File: config.mk
export PLATFORM = sky130hd
export DESIGN_NAME = odr_session_ctl
export DESIGN_NICKNAME = d
export VERILOG_FILES = /design/src/rtl/odr_pkg.sv /design/src/rtl/odr_chg_det.sv /design/src/rtl/odr_session_ctl.sv
export SDC_FILE = /design/constraint.sdc
export NUM_CORES = 1
export LEC_CHECK = 0
export BUFFER_PORTS_ARGS = -buffer_cell sky130_fd_sc_hd__buf_2
export CELL_PAD_IN_SITES_DETAIL_PLACEMENT = 0
export CELL_PAD_IN_SITES_GLOBAL_PLACEMENT = 1
export CORE_UTILIZATION = 42
export CTS_BUF_LIST = sky130_fd_sc_hd__clkbuf_4
export DETAILED_ROUTE_END_ITERATION = 10
export GPL_TIMING_DRIVEN = 0
export PLACE_DENSITY = 0.8
export SETUP_SLACK_MARGIN = 0.15
export SYNTH_ARGS = -nofsm -noshare
export SYNTH_HDL_FRONTEND = slang
export SYNTH_HIERARCHICAL = 1
export SYNTH_SLANG_ARGS = --single-unit
export TNS_END_PERCENT = 5
File: constraint.sdc
create_clock -name clock -period 2.5 [get_ports clock]
set_clock_uncertainty 0.15 [all_clocks]
set_input_delay 0.125 -clock clock [delete_from_list [all_inputs] [get_ports clock]]
set_output_delay 0.125 -clock clock [all_outputs]
set_load 0.005 [all_outputs]
File: src/rtl/odr_pkg.sv
// Register map, field positions and timing constants of the session block.
package odr_pkg;
  // Register byte offsets.
  localparam logic [7:0] CTRL_OFS  = 8'h00;
  localparam logic [7:0] STAT_OFS  = 8'h04;
  localparam logic [7:0] EVT_OFS   = 8'h08;
  localparam logic [7:0] MASK_OFS  = 8'h0C;
  localparam logic [7:0] TMR_OFS   = 8'h10;
  // Control register fields.
  localparam int C_VBUS_DRV   = 0;
  localparam int C_VBUS_CHG   = 1;
  localparam int C_VBUS_DRAIN = 2;
  localparam int C_DP_PULLUP  = 4;
  localparam int C_HNP_REL    = 5;
  localparam int C_SRP_SEL    = 9;
  localparam int C_SRP_EN     = 10;
  localparam int CTRL_W       = 11;
  localparam logic [CTRL_W-1:0] CTRL_RST = 11'h000;
  // Status register fields; bits 0..4 also raise change events.
  localparam int S_ID        = 0;
  localparam int S_AVBUS     = 1;
  localparam int S_BSEND     = 2;
  localparam int S_ASESS     = 3;
  localparam int S_BSESS     = 4;
  localparam int S_SE0LONG   = 5;
  localparam int S_SUSPEND   = 6;
  localparam int S_SRPDET    = 7;
  localparam int S_HOST      = 8;
  localparam int S_SINGLE_ENDED_ZERO_LONG_FLAG   = 9;
  localparam int S_DP        = 10;
  localparam int S_DM        = 11;
  localparam int CHG_W       = 5;
  // Event register fields.
  localparam int E_SE0LONG   = 5;
  localparam int E_SUSPEND   = 6;
  localparam int E_RESUME    = 7;
  localparam int E_SRPDET    = 8;
  localparam int E_TIMER     = 9;
  localparam int EVT_W       = 10;
  localparam logic [EVT_W-1:0] EVT_RST  = 10'h000;
  localparam logic [EVT_W-1:0] MASK_RST = 10'h000;
  // Timer register fields.
  localparam int T_RUN       = 16;
  localparam int TMR_W       = 16;
  // Timing: one tick is 10 us of a 100 MHz clock.
  localparam int CLK_MHZ     = 100;
  localparam int TICK_US     = 10;
  localparam int TICK_CYC    = TICK_US * CLK_MHZ;
  localparam int SE0_LONG_MS = 2;
  localparam int SUSPEND_MS  = 3;
  localparam int SE0_LONG_TK = SE0_LONG_MS * 1000 / TICK_US;
  localparam int SUSPEND_TK  = SUSPEND_MS * 1000 / TICK_US;
endpackage : odr_pkg

File: src/rtl/odr_chg_det.sv
// Change detector that pulses when any bit of a level vector toggles.
`timescale 1ns/1ps
module odr_chg_det #(
  parameter int WIDTH = 5
) (
  input  wire logic             clock,
  input  wire logic             reset_n,
  input  wire logic [WIDTH-1:0] level,
  output logic      [WIDTH-1:0] changed
);
  logic [WIDTH-1:0] prev_r;
  logic             armed_r;

  // The first sample after reset only arms the detector.
  always_ff @(posedge clock or negedge reset_n) begin
    if (!reset_n) begin
      prev_r  <= '0;
      armed_r <= 1'b0;
    end else begin
      prev_r  <= level;
      armed_r <= 1'b1;
    end
  end

  assign changed = armed_r ? (prev_r ^ level) : '0;
endmodule // odr_chg_det

File: src/rtl/odr_session_ctl.sv
// Dual-role session control: role, SRP detect, line timers, APB registers.
// Functional notes
// ID low A-host, ID high B-peripheral
// Session spans VBUS driven until off
// B-device with session valid connects pull-up
// A-device drives VBUS, becomes host
// Only A-device sources VBUS, B charges
// Software checks ID, session end, SE0
// Software pulses DP pull-up 5-10 ms
// Software charges VBUS 10-20 ms
// Optional VBUS drain about 30 ms
// Whole session request within 100 ms
// Select bit picks VBUS or line detection
// Enable bit gates session-request detection
// Line detection accepts DP or DM pulse
// Own line pulsing only on DP
// A hands off by enable then suspend
// B drops pull-up after 5 ms idle
// A connects pull-up after SE0 seen
// B waits then drives reset as host
// B host stops, may reconnect pull-up
// A drops pull-up after 3 ms idle
// A sees J then takes host role
// One programmable timer, restart per state
// Bus-derived inputs visible in status/events
// Timer counts 10 us, expiry raises event
// Masked events drive shared interrupt pin
`timescale 1ns/1ps
module odr_session_ctl (
  input  wire logic        clock,
  input  wire logic        reset_n,
  input  wire logic        psel,
  input  wire logic        penable,
  input  wire logic        pwrite,
  input  wire logic [7:0]  paddr,
  input  wire logic [31:0] pwdata,
  output logic      [31:0] prdata,
  output logic             pready,
  output logic             pslverr,
  input  wire logic        plug_id_pin,
  input  wire logic        a_vbus_valid,
  input  wire logic        a_sess_valid,
  input  wire logic        b_sess_valid,
  input  wire logic        b_sess_end,
  input  wire logic        dp_in,
  input  wire logic        dm_in,
  output logic             vbus_drive_en,
  output logic             vbus_charge_en,
  output logic             vbus_drain_en,
  output logic             dp_pullup_en,
  output logic             role_host,
  output logic             host_side_irq_pin
);
  ////////////////////////////////////////////////////////////////////////////
  logic [odr_pkg::CTRL_W-1:0] dual_role_control_reg_r;
  logic [odr_pkg::EVT_W-1:0]  dual_role_event_reg_r;
  logic [odr_pkg::EVT_W-1:0]  dual_role_event_mask_reg_r;
  logic [odr_pkg::EVT_W-1:0]  evt_set;
  logic [odr_pkg::EVT_W-1:0]  evt_nxt;
  logic [odr_pkg::TMR_W-1:0]  tmr_load_r;
  logic [odr_pkg::TMR_W-1:0]  tmr_cnt_r;
  logic                       tmr_run_r;
  logic                       tmr_done;
  logic [9:0]                 div_cnt_r;
  logic                       tick;
  logic [9:0]                 se0_cnt_r;
  logic [9:0]                 idle_cnt_r;
  logic                       se0_long_r;
  logic                       suspend_r;
  logic                       srp_det_r;
  logic                       srp_hit;
  logic                       asess_q_r;
  logic                       se0;
  logic                       jstate;
  logic [odr_pkg::CHG_W-1:0]  lvl;
  logic [odr_pkg::CHG_W-1:0]  lvl_chg;
  logic [31:0]                status;
  logic [31:0]                rd_nxt;
  logic                       wr_acc;
  logic                       bad_addr;

  ////////////////////////////////////////////////////////////////////////////
  // APB slave: zero wait states, unmapped offsets answer with pslverr.
  assign pready   = 1'b1;
  assign bad_addr = !(paddr == odr_pkg::CTRL_OFS || paddr == odr_pkg::STAT_OFS
                   || paddr == odr_pkg::EVT_OFS || paddr == odr_pkg::MASK_OFS
                   || paddr == odr_pkg::TMR_OFS);
  assign pslverr  = psel && penable && bad_addr;
  assign wr_acc   = psel && penable && pwrite && !bad_addr;

  // status and line visibility
  always_comb begin
    status = 32'h0000_0000;
    status[odr_pkg::S_ID]      = plug_id_pin;
    status[odr_pkg::S_AVBUS]   = a_vbus_valid;
    status[odr_pkg::S_BSEND]   = b_sess_end;
    status[odr_pkg::S_ASESS]   = a_sess_valid;
    status[odr_pkg::S_BSESS]   = b_sess_valid;
    status[odr_pkg::S_SE0LONG] = se0_long_r;
    status[odr_pkg::S_SUSPEND] = suspend_r;
    status[odr_pkg::S_SRPDET]  = srp_det_r;
    status[odr_pkg::S_HOST]    = role_host;
    status[odr_pkg::S_SINGLE_ENDED_ZERO_LONG_FLAG] = se0_long_r;
    status[odr_pkg::S_DP]      = dp_in;
    status[odr_pkg::S_DM]      = dm_in;
  end

  always_comb begin
    rd_nxt = 32'h0000_0000;
    case (paddr)
      odr_pkg::CTRL_OFS: rd_nxt[odr_pkg::CTRL_W-1:0] = dual_role_control_reg_r;
      odr_pkg::STAT_OFS: rd_nxt = status;
      odr_pkg::EVT_OFS:  rd_nxt[odr_pkg::EVT_W-1:0] = dual_role_event_reg_r;
      odr_pkg::MASK_OFS:
        rd_nxt[odr_pkg::EVT_W-1:0] = dual_role_event_mask_reg_r;
      odr_pkg::TMR_OFS: begin
        rd_nxt[odr_pkg::TMR_W-1:0] = tmr_cnt_r;
        rd_nxt[odr_pkg::T_RUN]     = tmr_run_r;
      end
      default: rd_nxt = 32'h0000_0000;
    endcase
  end

  // Read data is captured in the setup cycle and held through access.
  always_ff @(posedge clock or negedge reset_n) begin
    if (!reset_n) begin
      prdata <= 32'h0000_0000;
    end else if (psel && !penable && !pwrite) begin
      prdata <= rd_nxt;
    end
  end

  // control register
  always_ff @(posedge clock or negedge reset_n) begin
    if (!reset_n) begin
      dual_role_control_reg_r <= odr_pkg::CTRL_RST;
    end else if (wr_acc && paddr == odr_pkg::CTRL_OFS) begin
      dual_role_control_reg_r <= pwdata[odr_pkg::CTRL_W-1:0];
    end
  end

  always_ff @(posedge clock or negedge reset_n) begin
    if (!reset_n) begin
      dual_role_event_mask_reg_r <= odr_pkg::MASK_RST;
    end else if (wr_acc && paddr == odr_pkg::MASK_OFS) begin
      dual_role_event_mask_reg_r <= pwdata[odr_pkg::EVT_W-1:0];
    end
  end

  ////////////////////////////////////////////////////////////////////////////
  // Pad drivers; the role follows the plug and VBUS sourcing follows role.
  // role from plug
  always_ff @(posedge clock or negedge reset_n) begin
    if (!reset_n) begin
      role_host <= 1'b0;
    end else begin
      role_host <= !plug_id_pin;
    end
  end

  // VBUS sourcing by role
  always_ff @(posedge clock or negedge reset_n) begin
    if (!reset_n) begin
      vbus_drive_en  <= 1'b0;
      vbus_charge_en <= 1'b0;
      vbus_drain_en  <= 1'b0;
    end else begin
      vbus_drive_en  <= dual_role_control_reg_r[odr_pkg::C_VBUS_DRV]
                        && !plug_id_pin;
      vbus_charge_en <= dual_role_control_reg_r[odr_pkg::C_VBUS_CHG]
                        && plug_id_pin;
      vbus_drain_en  <= dual_role_control_reg_r[odr_pkg::C_VBUS_DRAIN];
    end
  end

  // B auto connect
  // pull-up for negotiation
  // pulsing only on DP
  always_ff @(posedge clock or negedge reset_n) begin
    if (!reset_n) begin
      dp_pullup_en <= 1'b0;
    end else begin
      dp_pullup_en <= dual_role_control_reg_r[odr_pkg::C_DP_PULLUP]
                      || (plug_id_pin && b_sess_valid
                          && !dual_role_control_reg_r[odr_pkg::C_HNP_REL]);
    end
  end

  ////////////////////////////////////////////////////////////////////////////
  // Ten-microsecond tick shared by the line monitors and the timer.
  // 10 us base
  always_ff @(posedge clock or negedge reset_n) begin
    if (!reset_n) begin
      div_cnt_r <= 10'h000;
    end else if (tick) begin
      div_cnt_r <= 10'h000;
    end else begin
      div_cnt_r <= div_cnt_r + 10'h001;
    end
  end
  assign tick = (div_cnt_r == 10'(odr_pkg::TICK_CYC - 1));

  assign se0    = !dp_in && !dm_in;
  assign jstate = dp_in && !dm_in;

  // Long SE0 seen by a B-device before requesting a session.
  always_ff @(posedge clock or negedge reset_n) begin
    if (!reset_n) begin
      se0_cnt_r  <= 10'h000;
      se0_long_r <= 1'b0;
    end else if (!se0) begin
      se0_cnt_r  <= 10'h000;
      se0_long_r <= 1'b0;
    end else if (tick && !se0_long_r) begin
      se0_cnt_r  <= se0_cnt_r + 10'h001;
      se0_long_r <= (se0_cnt_r == 10'(odr_pkg::SE0_LONG_TK - 1));
    end
  end

  // idle detect for suspend
  always_ff @(posedge clock or negedge reset_n) begin
    if (!reset_n) begin
      idle_cnt_r <= 10'h000;
      suspend_r  <= 1'b0;
    end else if (!jstate) begin
      idle_cnt_r <= 10'h000;
      suspend_r  <= 1'b0;
    end else if (tick && !suspend_r) begin
      idle_cnt_r <= idle_cnt_r + 10'h001;
      suspend_r  <= (idle_cnt_r == 10'(odr_pkg::SUSPEND_TK - 1));
    end
  end

  ////////////////////////////////////////////////////////////////////////////
  // Session-request detector for an A-device not yet powering VBUS.
  // detection enable
  // DP or DM pulse
  always_comb begin
    srp_hit = 1'b0;
    if (dual_role_control_reg_r[odr_pkg::C_SRP_EN] && !plug_id_pin
        && !vbus_drive_en) begin
      if (dual_role_control_reg_r[odr_pkg::C_SRP_SEL]) begin
        srp_hit = dp_in || dm_in;
      end else begin
        srp_hit = a_sess_valid && !asess_q_r;
      end
    end
  end

  always_ff @(posedge clock or negedge reset_n) begin
    if (!reset_n) begin
      asess_q_r <= 1'b0;
      srp_det_r <= 1'b0;
    end else begin
      asess_q_r <= a_sess_valid;
      if (srp_hit) begin
        srp_det_r <= 1'b1;
      end else if (!dual_role_control_reg_r[odr_pkg::C_SRP_EN]
                   || vbus_drive_en) begin
        srp_det_r <= 1'b0;
      end
    end
  end

  ////////////////////////////////////////////////////////////////////////////
  // Negotiation timer; any write to its register restarts it, run bit arms it.
  // single restartable timer
  always_ff @(posedge clock or negedge reset_n) begin
    if (!reset_n) begin
      tmr_load_r <= '0;
      tmr_cnt_r  <= '0;
      tmr_run_r  <= 1'b0;
    end else if (wr_acc && paddr == odr_pkg::TMR_OFS) begin
      tmr_load_r <= pwdata[odr_pkg::TMR_W-1:0];
      tmr_cnt_r  <= '0;
      tmr_run_r  <= pwdata[odr_pkg::T_RUN];
    end else if (tmr_done) begin
      tmr_run_r <= 1'b0;
    end else if (tmr_run_r && tick) begin
      tmr_cnt_r <= tmr_cnt_r + 16'h0001;
    end
  end
  assign tmr_done = tmr_run_r && (tmr_cnt_r == tmr_load_r);

  ////////////////////////////////////////////////////////////////////////////
  // Events: sticky, write one to clear, a new set beats a clear.
  assign lvl = {b_sess_valid, a_sess_valid, b_sess_end, a_vbus_valid,
                plug_id_pin};

  odr_chg_det #(
    .WIDTH (odr_pkg::CHG_W)
  ) u_chg (
    .clock   (clock),
    .reset_n (reset_n),
    .level   (lvl),
    .changed (lvl_chg)
  );

  // event sources
  always_comb begin
    evt_set = '0;
    evt_set[odr_pkg::CHG_W-1:0]   = lvl_chg;
    evt_set[odr_pkg::E_SE0LONG]   = tick && se0 && !se0_long_r
        && se0_cnt_r == 10'(odr_pkg::SE0_LONG_TK - 1);
    evt_set[odr_pkg::E_SUSPEND]   = tick && jstate && !suspend_r
        && idle_cnt_r == 10'(odr_pkg::SUSPEND_TK - 1);
    evt_set[odr_pkg::E_RESUME]    = suspend_r && !jstate;
    evt_set[odr_pkg::E_SRPDET]    = srp_hit && !srp_det_r;
    evt_set[odr_pkg::E_TIMER]     = tmr_done;
  end

  always_comb begin
    evt_nxt = dual_role_event_reg_r;
    if (wr_acc && paddr == odr_pkg::EVT_OFS) begin
      evt_nxt = evt_nxt & ~pwdata[odr_pkg::EVT_W-1:0];
    end
    evt_nxt = evt_nxt | evt_set;
  end

  always_ff @(posedge clock or negedge reset_n) begin
    if (!reset_n) begin
      dual_role_event_reg_r <= odr_pkg::EVT_RST;
    end else begin
      dual_role_event_reg_r <= evt_nxt;
    end
  end

  // masked interrupt
  always_ff @(posedge clock or negedge reset_n) begin
    if (!reset_n) begin
      host_side_irq_pin <= 1'b0;
    end else begin
      host_side_irq_pin <= |(dual_role_event_reg_r
                             & dual_role_event_mask_reg_r);
    end
  end

  ////////////////////////////////////////////////////////////////////////////
  a_role_follows_id: assert property (@(posedge clock) disable iff (!reset_n)
    1'b1 |=> role_host == !$past(plug_id_pin))
    else $error("role does not follow plug");

  a_b_no_vbus_drive: assert property (@(posedge clock) disable iff (!reset_n)
    plug_id_pin |=> !vbus_drive_en)
    else $error("B-device drives VBUS");

  a_b_auto_pullup: assert property (@(posedge clock) disable iff (!reset_n)
    plug_id_pin && b_sess_valid
    && !dual_role_control_reg_r[odr_pkg::C_HNP_REL] |=> dp_pullup_en)
    else $error("B-device pull-up missing");

  a_srp_disabled: assert property (@(posedge clock) disable iff (!reset_n)
    !dual_role_control_reg_r[odr_pkg::C_SRP_EN]
    |=> !$rose(srp_det_r))
    else $error("SRP detected while disabled");

  a_srp_line_dm: assert property (@(posedge clock) disable iff (!reset_n)
    dual_role_control_reg_r[odr_pkg::C_SRP_EN]
    && dual_role_control_reg_r[odr_pkg::C_SRP_SEL] && !plug_id_pin
    && !vbus_drive_en && dm_in |=> srp_det_r)
    else $error("DM pulse not detected");

  a_srp_vbus_sel: assert property (@(posedge clock) disable iff (!reset_n)
    dual_role_control_reg_r[odr_pkg::C_SRP_EN]
    && !dual_role_control_reg_r[odr_pkg::C_SRP_SEL] && !srp_det_r
    && !$rose(a_sess_valid) |=> !srp_det_r)
    else $error("SRP without VBUS pulse");

  a_timer_expiry: assert property (@(posedge clock) disable iff (!reset_n)
    tmr_done && !(wr_acc && paddr == odr_pkg::TMR_OFS)
    |=> dual_role_event_reg_r[odr_pkg::E_TIMER] && !tmr_run_r)
    else $error("timer expiry not flagged");

  a_timer_restart: assert property (@(posedge clock) disable iff (!reset_n)
    wr_acc && paddr == odr_pkg::TMR_OFS |=> tmr_cnt_r == 16'h0000)
    else $error("timer not restarted");

  a_irq_masked: assert property (@(posedge clock) disable iff (!reset_n)
    ##1 host_side_irq_pin == $past(|(dual_role_event_reg_r
                                      & dual_role_event_mask_reg_r)))
    else $error("interrupt does not match masked events");

  a_event_sticky: assert property (@(posedge clock) disable iff (!reset_n)
    dual_role_event_reg_r[odr_pkg::E_SRPDET]
    && !(wr_acc && paddr == odr_pkg::EVT_OFS)
    |=> dual_role_event_reg_r[odr_pkg::E_SRPDET])
    else $error("event bit lost without clear");

  a_se0_long_flag: assert property (@(posedge clock) disable iff (!reset_n)
    $rose(se0_long_r) |-> $past(se0) && $past(se0, 2))
    else $error("long SE0 flag without SE0");

  c_srp_seen: cover property (@(posedge clock) disable iff (!reset_n)
    $rose(srp_det_r));
  c_timer_done: cover property (@(posedge clock) disable iff (!reset_n)
    tmr_done);
  c_irq_rise: cover property (@(posedge clock) disable iff (!reset_n)
    $rose(host_side_irq_pin));
  c_suspend: cover property (@(posedge clock) disable iff (!reset_n)
    $rose(suspend_r));
endmodule // odr_session_ctl

-- Yosys cells after proc, flatten, opt, wreduce, memory -nomap -nowiden
Cells that the tools add are included.
- output and inout port bits: 40
- bits of input ports: 52
- word-level logic and storage cells: 123
- flip-flop bits (word level): 127
- bitwise gates (word level): 5
- equality and inequality tests: 11
- mux-type cells: 23
- reduce and logical (&&, ||, !) cells: 58
- $add $sub $neg: 4
- operators by type and width (kind ; count):
    $mux 10 ; 6
    $pmux 10 s5 ; 1
    $mux 16 ; 3
    $logic_and 1x1->1 ; 31
    $add 10x1->10 const B ; 3
    $and 10x10->10 ; 2
    $add 16x1->16 const B ; 1
    $eq 16x16->1 ; 1
    $eq 8x4->1 const B ; 2
    $logic_not 1->1 ; 14
    $pmux 6 s2 ; 1
    $eq 10x10->1 const B ; 1
    $eq 10x8->1 const B ; 1
    $eq 10x9->1 const B ; 1
    $mux 1 ; 10
    $not 10->10 ; 1
    $or 10x10->10 ; 1
    $reduce_or 10->1 ; 1
    $eq 8x3->1 const B ; 1
    $eq 8x5->1 const B ; 1
    $logic_not 8->1 ; 1
    $logic_or 1x1->1 ; 7
    $ne 2x1->1 const B ; 3
    $reduce_bool 2->1 ; 3
    4 further kinds ; 4

-- Depth between registers and ports, before layout
Gate-level depths: netlist (run 1).
- depth after elaboration: 9
- depth in mapped cells: 9

-- Cells and area by module
Netlist (run 1), hierarchy kept.
- modules (own cells, without submodules) (module ; area an instance (um^2) ; times used ; cells an instance ; sequential area each (um^2)):
    odr_session_ctl ; 5934.4 ; 1 ; 576 ; 3027.9
    odr_chg_det ; 229.0 ; 1 ; 17 ; 150.1

-- Worst setup path after synthesis (run 1)
Ideal clock, no wire load.
- kind: reg2reg
- from: register div_cnt_r[0]
- to: register tmr_cnt_r[15] in the netlist's numbering
- period minus slack after synthesis: 2.543 ns
- stages on the path, launching flop included: 9
- path buffers: 2
- data arrival time: 2.315 ns
- slack: -0.043 ns
- path through: dfrtp_1 ha_1 nand2_1 or3_1 buf_6 or3_4 buf_6 or4_1 a21oi_1
- longest elaborated chain between the ends: 4
- ends and longest elaborated chain (item ; RTL line ; RTL):
    start: declaration ; odr_session_ctl.sv:64 ; logic [9:0] div_cnt_r;
    start signal: assignment ; odr_session_ctl.sv:198 ; div_cnt_r <= div_cnt_r + 10'h001;
    $eq 10x10->1 ; odr_session_ctl.sv:201 ; assign tick = (div_cnt_r == 10'(odr_pkg::TICK_CYC - 1));
    $logic_and 1x1->1 ; odr_session_ctl.sv:279 ; end else if (tmr_run_r && tick) begin
    $reduce_bool 2->1 (no line) ; - ;
    $reduce_and 2->1 (no line) ; - ;
    end signal: assignment ; odr_session_ctl.sv:280 ; tmr_cnt_r <= tmr_cnt_r + 16'h0001;
    end: declaration ; odr_session_ctl.sv:61 ; logic [odr_pkg::TMR_W-1:0] tmr_cnt_r;
Every way passes these cells.
A chain may end at the register's enable or synchronous reset.

-- Worst setup path after layout (run 1)
- from: register div_cnt_r[4]
- to: register tmr_cnt_r[15] in the netlist's numbering
Same word-level chain as after synthesis.

==> impl_metrics.ini, run 1 <==
[status]
outcome = finished with violations
failed_checks = negative setup slack

[timing]
setup_ws_ns = -0.0104
rsz0062_at_grt = true
worst_pin_slew_ns = 0.752
finalCriticalPeriod_ns = 2.51
max_freq_mhz = 398
hold_viol_final = 0
fin_crit_sh_pct = 100
tns_ns = -0.0104
slew_headroom_pct = 49.4
finalSetupViolCount = 1
drv_slew = 0
fin_hold_ws_ns = 0.108

[synthesis]
synthTopCellsByCount = 127 x dfrtp_1, 95 x nand2_1, 54 x nor2_1
synth_compound_area_share_pct = 8.26
postSynth.asyncResetShare_pct = 100
syn_inst = 593
syn-cell-area_sq_mm = 0.00616
ys.flop_type = dfrtp_1
synth.most_common_cell = dfrtp_1
synth_edf_count = 0
synthAdderAreaFrac_pct = 0.812
avgSynthCellArea_sq_um = 10.4
yosysTopAreaCell = dfrtp_1
synthMuxAreaShare_pct = 8.16
yosys.area_share.simple_pct = 20.7
synth.top_cell.area_share_pct = 51.6
synth_seq_cells = 127
synth_warnings = 6
synth-seq-area-share_pct = 51.6
ys_types = 48
synthXorXnorAreaFrac_pct = 6.11
synth_top_family_by_area = simple AND/OR/NAND/NOR gates
synth.top_cells.by_area = dfrtp_1 52%, nand2_1 5.8%, xnor2_1 4.1%

[place]
io_buffers = 59
dpl.hpwl_mm = 11.2
gp_congestion = 0.901
pre_cts_slack_ns = -0.563

[final_layout]
drive_above_1_share_pct = 25.2
diodes = 0
area.growth.synth_to_final_pct = 24.6
post-route-util_pct = 54.5
nNetsFinal = 793
fill_cells = 1284

[critical_path]
cp_top_family = simple AND/OR/NAND/NOR gates
critPathCaptureType = flip-flop
critical_path.slowest_cell = or3_4
critPathKind = reg -> reg
cp.required_ns = 2.84
crit_arrival_ns = 2.85
cp_cell_sequence = nand4bb_4 > or3_4 > buf_6 > or3_4 > buf_6 > or4_4 > a21oi_2
critPathBufInv = 2
worstPathMaxFanout = 5
max_stage_delay_ns = 0.42
cp-start-kind = flip-flop

[die]
core_area_sq_mm = 0.0141
chipWidth_um = 123
placementRows = 43
die_height_um = 123
die-area_sq_mm = 0.0152
num_io_pins = 92
start_util_pct = 43.7

[drt]
drc = 0
routed_wl_mm = 16.2
via_per_inst = 5.45
num_vias = 5068
wl_per_cell_um = 17.4
firstDrtPassIters = 4
drt_iter0_markers = 333
drtAntennaViolNets = 0

[global_routing]
grt_pass1_wl_mm = 25.7
grt_max_degree = 72
grt_pass1_vias = 5048
antenna_found_initial = 0
track_usage_pct = 23.0
grt.overflow.total = 0

[pwr]
max-vdd-ir-drop_mv = 0.277
power_density_mw_per_mm2 = 493
p_leak_nw = 3.52

[job]
cap_violations = 0

[cts]
cts_buffers = 17
cts_max_level = 4
numClockSinks = 127
root_buffer = clkbuf_4
path_clk_slew_ns = 0.10
clock_path_buffers = 2
clock_latency_ns = 0.56
cts_tree = built

[worst_hold_path]
hold_class = in -> reg
-- where the power goes --
group | internal [W] | total, W | switching (W)
clock | 0.000581 | 0.00135 | 0.000771
sequential | 0.00209 | 0.00212 | 0.0000271
combinational | 0.000148 | 0.000317 | 0.000170
-- layout make-up --
cell class | count | area (sq um) | share of cell area (%)
inverters | 5 | 18.8 | 0.244
well taps | 180 | 225 | 2.93
multi-input cells | 431 | 2950 | 38.4
clock buffers | 18 | 135 | 1.76
repair buffers | 111 | 795 | 10.3
clock inverters | 14 | 125 | 1.63
flip-flops and latches | 127 | 3180 | 41.4
plain buffers | 44 | 251 | 3.28
-- registers in the layout, summed over array words and instances, names as in the netlist, 5 cells and up --
signal	flops
u_chg/prev_r	5
idle_cnt_r	10
dual_role_event_mask_reg_r	10
dual_role_control_reg_r	11
se0_cnt_r	10
div_cnt_r	10
tmr_load_r	16
tmr_cnt_r	16
prdata	17
dual_role_event_reg_r	10
-- layer usage --
metal  vias to the layer above  global-route usage (%)  wire, um
met5                         -                       0         0
met2                       169                    37.0      7740
met1                      2503                    29.5      6960
met4                         0                    9.26       386
met3                        29                    6.09      1130
li1                       2367                       -         -
-- final timing paths --
path | from | end | cells after the start | slack, ns
setup / recovery | div_cnt_r[4]$_DFF_PN0_ | tmr_cnt_r[15]$_DFFE_PN0P_ | 7 | -0.01
hold / removal | a_vbus_valid | u_chg/prev_r[1]$_DFF_PN0_ | 2 | 0.11
setup reg to reg | div_cnt_r[4]$_DFF_PN0_ | tmr_cnt_r[15]$_DFFE_PN0P_ | 7 | -0.01
hold reg to reg | dual_role_control_reg_r[2]$_DFFE_PN0P_ | vbus_drain_en$_DFF_PN0_ | 0 | 0.28
max in group asynchronous | reset_n | div_cnt_r[2]$_DFF_PN0_ | 4 | 0.98
min in group asynchronous | reset_n | dual_role_control_reg_r[10]$_DFFE_PN0P_ | 3 | 0.46
-- placed cells by master (no fill, tap or decap), drive strengths merged, types with 2 or more instances in the layout --
cell         count
nand2           95
clkinv           9
mux2i            3
or4b             2
conb            17
nor2            54
buf             96
and3b            2
bufinv           2
a221oi          10
and2             8
mux2            22
a21oi           18
a22o             3
or3              6
nand3b           2
nand4b           2
nand4           16
o41ai            3
xor2            14
clkbuf          43
a31oi            4
nor2b            6
o21ai           11
o31ai           12
nor3b            3
a21o             7
a22oi            3
dlygate4sd3     34
dfrtp          127
inv              5
mux4            10
ha               4
and3             6
xnor2           29
or4             13
clkinvlp         3
nor3             5
nand3           22
nor4             9
-- cells by family (layout without fill, tap and decap cells) --
group	after synthesis	in the layout
buf+inv	49	192
mux	35	35
flops	127	127
other cells	3	17
simple gates	257	257
xor+xnor	43	43
compound gates	75	75
fa+ha+maj	4	4
-- stage by stage --
step,instance area [sq um],cells,total power (W)
5_1_grt,7680,930,0.00394
3_5_place_dp,6780,847,0.00243
4_1_cts,7510,922,0.00381
3_3_place_gp,6740,846,0.00242
2_1_floorplan,6220,607,0.00227
6_report,7680,930,0.00379
-- timing repair --
action | CTS | global route
setup endpoints to repair | 24 | 64
hold endpoints to repair | 197 | 0
resized for setup | 11 | 33
buffers inserted | 9 | 7
gates cloned | 0 | 1
hold buffers | 34 | 0
pin swaps | 4 | 9
Power figures use the tool's default switching activity.
==> run 2, diff against run 1 <==
--- a/config.mk
+++ b/config.mk
@@ -8,11 +8,11 @@
 export BUFFER_PORTS_ARGS = -buffer_cell sky130_fd_sc_hd__buf_2
 export CELL_PAD_IN_SITES_DETAIL_PLACEMENT = 0
 export CELL_PAD_IN_SITES_GLOBAL_PLACEMENT = 1
-export CORE_UTILIZATION = 42
+export CORE_UTILIZATION = 40
 export CTS_BUF_LIST = sky130_fd_sc_hd__clkbuf_4
 export DETAILED_ROUTE_END_ITERATION = 10
 export GPL_TIMING_DRIVEN = 0
-export PLACE_DENSITY = 0.8
+export PLACE_DENSITY = 0.77
 export SETUP_SLACK_MARGIN = 0.15
 export SYNTH_ARGS = -nofsm -noshare
 export SYNTH_HDL_FRONTEND = slang
==> run 2 against run 1 <==
The run now ends clean. Core utilization fell by 3.5 points. Sequential power is essentially flat. Clock power rose by 11%. Largest power group unchanged.
==> impl_metrics.ini, run 2 (same netlist as run 1, synthesis figures left out) <==
[pwr]
power_density_mw_per_mm2 = 509
max-vdd-ir-drop_mv = 0.366
p_leak_nw = 3.52

[drt]
wl_per_cell_um = 16.9
num_vias = 5004
firstDrtPassIters = 5
via_per_inst = 5.35
drt_iter0_markers = 267
drtAntennaViolNets = 0
drc = 0
routed_wl_mm = 15.8

[final_layout]
design_area_sq_mm = 0.00772
top_regs = prdata x17, tmr_cnt_r x16, tmr_load_r x16
fill_cells = 1380
area.growth.synth_to_final_pct = 25.2
diodes = 0
layout.cells.most_common = dfrtp_1
regMostFlops = prdata
seqCellArea_sq_mm = 0.00318
final_cell_mix = 126 x dfrtp_1, 93 x nand2_1, 61 x buf_2
multi_input_area_sq_mm = 0.00294
nNetsFinal = 791
drive_above_1_share_pct = 26.2
largest_reg_flops = 17

[place]
io_buffers = 59
placed_area_sq_mm = 0.00679
gp_congestion = 0.840
pre_cts_slack_ns = -0.385
dpl.hpwl_mm = 11.0

[job]
cap_violations = 0

[die]
num_io_pins = 92
placementRows = 45
die-area_sq_mm = 0.0159
chipWidth_um = 126
core_area_sq_mm = 0.0151
start_util_pct = 40.7
die_height_um = 126

[critical_path]
critPathCaptureType = flip-flop
crit_arrival_ns = 2.80
cp-start-kind = flip-flop
critical_path.slowest_cell = dfrtp_1
ff2ff_setup_slack_ns = 0.02
cp_cell_sequence = ha_4 > nand2_4 > or3_4 > buf_6 > or3_4 > buf_6 > or4_4 > a21oi_2
critPathKind = reg -> reg
cp.required_ns = 2.82
max_stage_delay_ns = 0.44
reg2reg_from = div_cnt_r[1]$_DFF_PN0_
rr_worst_depth = 8
r2r-end = tmr_cnt_r[11]$_DFFE_PN0P_
worstPathMaxFanout = 5
worstSetupStartpoint = div_cnt_r[1]$_DFF_PN0_

[global_routing]
grt_pass1_vias = 5000
grt.overflow.total = 0
grt_pass1_wl_mm = 25.8
grt_max_degree = 69
track_usage_pct = 21.2
antenna_found_initial = 0

[status]
outcome = complete, no violations

[worst_hold_path]
min_to = tmr_load_r[0]$_DFFE_PN0N_
hold_class = in -> reg
min-delay-start = paddr[0]
min_path_cells = 5

[timing]
finalSetupViolCount = 0
setup_ws_ns = 0.0220
max_freq_mhz = 404
worst_pin_slew_ns = 0.800
slew_headroom_pct = 46.2
drv_slew = 0
fin_crit_sh_pct = 99.1
rsz0062_at_grt = true
hold_viol_final = 0
finalCriticalPeriod_ns = 2.48

[cts]
root_buffer = clkbuf_4
numClockSinks = 127
clock_path_buffers = 2
cts_tree = built
clock_latency_ns = 0.56
cts_max_level = 4
path_clk_slew_ns = 0.11
cts_buffers = 17
## run 2: per-layer routing
metal  share of wire [%]  global-route usage (%)
met2                  50                    35.7
met3                 4.9                    4.33
met5                   0                       0
met4                 2.1                    7.09
met1                  43                    27.2
## run 2: what timing repair did
action | 4_1_cts | 5_1_grt
endpoints found under the hold margin | 197 | 0
hold buffers | 33 | 0
endpoints found under the setup margin | 27 | 40
pin swaps | 4 | 9
buffers inserted | 11 | 4
gates resized for setup | 10 | 40
gates cloned | 1 | 0
## run 2: worst max-delay path: cells and delay by family, from the launching register on
| kind | cells | cell delay, ns |
|---|---|---|
| and+or+nand+nor | 4 | 1.26 |
| buffers and inverters | 2 | 0.26 |
| adders and majority gates | 1 | 0.17 |
| AOI/OAI and AO/OA | 1 | 0.12 |
| DFF | 1 | 0.44 |
## run 2: area by class of cell
| class | count | area share (%) |
|---|---|---|
| flip-flops and latches | 127 | 41.2 |
| multi-input cells | 431 | 38.1 |
| repair buffers | 109 | 10.1 |
| plain buffers | 44 | 3.32 |
| well taps | 188 | 3.05 |
| clock inverters | 14 | 2.19 |
| clock buffers | 18 | 1.75 |
| inverters | 5 | 0.243 |
## run 2: through the flow
step | utilization (%) | total power [W] | setup TNS [ns] | hold WS, ns | std cells
after floorplan | - | 0.00227 | 0 | -0.321 | 607
after global placement | 44.6 | 0.00242 | -66.38 | 0.124 | 854
after detailed placement | 44.8 | 0.00243 | -9.35 | -0.00765 | 855
after CTS | 50.0 | 0.00396 | 0 | 0.0393 | 932
after global routing | 50.9 | 0.00410 | -0.160 | 0.0124 | 936
final | 50.9 | 0.00392 | 0 | 0.0261 | 936
## run 2: power breakdown
part | internal [W] | switching (W)
clock | 0.000700 | 0.000798
combinational | 0.000147 | 0.000163
sequential | 0.00209 | 0.0000257
total | 0.00294 | 0.000986
## run 2: worst max path at each step
stage,end,slack (ns),cells past startpoint
after detailed placement,se0_cnt_r[8]$_DFFE_PN0P_,-0.38,6
after floorplan,tmr_cnt_r[15]$_DFFE_PN0P_,0.12,8
after global placement,prdata[4]$_DFFE_PN0P_,-0.46,1
after CTS,tmr_cnt_r[15]$_DFFE_PN0P_,0.07,7
final,tmr_cnt_r[11]$_DFFE_PN0P_,0.02,8
after global routing,tmr_cnt_r[9]$_DFFE_PN0P_,-0.03,8
==> run 3, diff against run 2 <==
--- a/config.mk
+++ b/config.mk
@@ -12,7 +12,7 @@
 export CTS_BUF_LIST = sky130_fd_sc_hd__clkbuf_4
 export DETAILED_ROUTE_END_ITERATION = 10
 export GPL_TIMING_DRIVEN = 0
-export PLACE_DENSITY = 0.77
+export PLACE_DENSITY_LB_ADDON = 0.12
 export SETUP_SLACK_MARGIN = 0.15
 export SYNTH_ARGS = -nofsm -noshare
 export SYNTH_HDL_FRONTEND = slang
==> run 3 against run 2 <==
The flow now finishes with violations (negative setup slack). Combinational power increased by 4%. Via count decreased by 0.62%. Clock power decreased by 11%. First-iteration DRC count decreased by 6.7%. Critical path type unchanged. Clock-buffer cell count increased by 2. Global-route usage increased by 0.10 points. Wire length increased by 2.6%. Cell count increased by 0.11%. Setup slack got worse by 0.037 ns. Sequential power about the same. Critical path depth decreased by 1.
==> impl_metrics.ini, run 3 (same netlist as run 1, synthesis figures left out) <==
[place]
io_buffers = 59
dpl.hpwl_mm = 11.2
placed_area_sq_mm = 0.00679
gp_congestion = 0.846

[cts]
cts_tree = built
clock_latency_ns = 0.54
cts_max_level = 4
numClockSinks = 127
clock_path_buffers = 2
root_buffer = clkbuf_4
cts_buffers = 17
path_clk_slew_ns = 0.11

[critical_path]
crit_arrival_ns = 2.81
cp_cell_sequence = nand4bb_4 > or3_1 > buf_6 > or3_4 > buf_6 > or4_1 > a21oi_1
cp_top_family = simple AND/OR/NAND/NOR gates
critPathCaptureType = flip-flop
cp-start-kind = flip-flop
cp.required_ns = 2.80
worstPathMaxFanout = 5
max_stage_delay_ns = 0.41
critPathBufInv = 2
critPathKind = reg -> reg
critical_path.slowest_cell = dfrtp_1
cpMostUsedCell = buf_6

[global_routing]
antenna_found_initial = 1
grt.overflow.total = 0
grt_max_degree = 91
track_usage_pct = 21.3
grt_pass1_vias = 4876
grt_pass1_wl_mm = 25.9

[drt]
via_per_inst = 5.31
drt_iter0_markers = 249
drtAntennaViolNets = 0
firstDrtPassIters = 4
routed_wl_mm = 16.2
drc = 0
wl_per_cell_um = 17.3
num_vias = 4973

[final_layout]
nNetsFinal = 790
drive_above_1_share_pct = 24.9
final_cell_mix = 126 x dfrtp_1, 94 x nand2_1, 59 x buf_2
top_regs = prdata x17, tmr_cnt_r x16, tmr_load_r x16
design_area_sq_mm = 0.00765
largest_reg_flops = 17
layout.cells.most_common = dfrtp_1
regMostFlops = prdata
area.growth.synth_to_final_pct = 24.1
fill_cells = 1396

[timing]
rsz0062_at_grt = true
setup_ws_ns = -0.0151
finalCriticalPeriod_ns = 2.52
finalSetupViolCount = 1
fin_crit_sh_pct = 101
drv_slew = 0
slew_headroom_pct = 52.9
worst_pin_slew_ns = 0.700
max_freq_mhz = 398
hold_viol_final = 0

[pwr]
p_leak_nw = 3.50
power_w = 0.00378
max-vdd-ir-drop_mv = 0.347
power_density_mw_per_mm2 = 494

[die]
placementRows = 45
start_util_pct = 40.7
die_height_um = 126
die-area_sq_mm = 0.0159
num_io_pins = 92
core_area_sq_mm = 0.0151
chipWidth_um = 126

[status]
failed_checks = negative setup slack
outcome = finished with violations

[job]
cap_violations = 0

[worst_hold_path]
hold_class = in -> reg
[run 3: final timing paths]
check	startpoint	end	slack [ns]	cells past startpoint
setup / recovery	div_cnt_r[4]$_DFF_PN0_	tmr_cnt_r[13]$_DFFE_PN0P_	-0.02	7
hold / removal	paddr[3]	prdata[5]$_DFFE_PN0P_	0.07	4
setup reg to reg	div_cnt_r[4]$_DFF_PN0_	tmr_cnt_r[13]$_DFFE_PN0P_	-0.02	7
hold reg to reg	dual_role_control_reg_r[2]$_DFFE_PN0P_	vbus_drain_en$_DFF_PN0_	0.28	0
max in group asynchronous	reset_n	se0_long_r$_DFFE_PN0P_	1.26	4
min in group asynchronous	reset_n	prdata[16]$_DFFE_PN0P_	0.49	4
[run 3: layout make-up]
cell class                      instances  area [sq um]  area share [%]
Sequential cell                       127          3180            41.6
Multi-Input combinational cell        431          2910            38.1
Timing Repair Buffer                  108           785            10.3
Buffer                                 44           253            3.30
Tap cell                              188           235            3.07
Clock buffer                           20           150            1.96
Clock inverter                         12           113            1.47
Inverter                                5          18.8           0.245
Antenna cell                            2          5.00          0.0654
[run 3: report_power, final]
part / switching [W] / internal [W]
Clock: 0.000810 / 0.000534
Combinational: 0.000169 / 0.000150
Sequential: 0.0000236 / 0.00209
Total: 0.00100 / 0.00278
[run 3: through the flow]
stage	cells	TNS (ns)	util (%)	worst slack, ns	hold WS [ns]
4_1_cts	927	0	49.7	0.0300	0.00479
2_1_floorplan	607	0	-	0.124	-0.321
3_3_place_gp	854	-84.15	44.6	-0.590	0.125
5_1_grt	937	-0.152	50.5	-0.0589	0.0602
6_report	937	-0.0151	50.5	-0.0151	0.0687
3_5_place_dp	855	-9.66	44.8	-0.460	-0.0901
[run 3: metal layers]
layer,wire length (um),up-vias,track usage (%)
met2,7860,114,34.7
met5,0,-,0
met4,190,0,6.52
met1,7510,2498,28.4
met3,639,12,4.55
li1,-,2349,-
[run 3: tightest hold or removal path, stage by stage]
cell     delay (ns)
buf_2          0.18
nor2_1         0.12
a31oi_1        0.20
o21ai_0        0.09
[run 3: what timing repair did]
item | CTS | global route
gates cloned | 0 | 1
endpoints found under the hold margin | 197 | 0
buffers inserted | 5 | 7
gates resized for setup | 15 | 21
setup endpoints to repair | 27 | 27
hold buffers | 35 | 0
pin swaps | 3 | 12
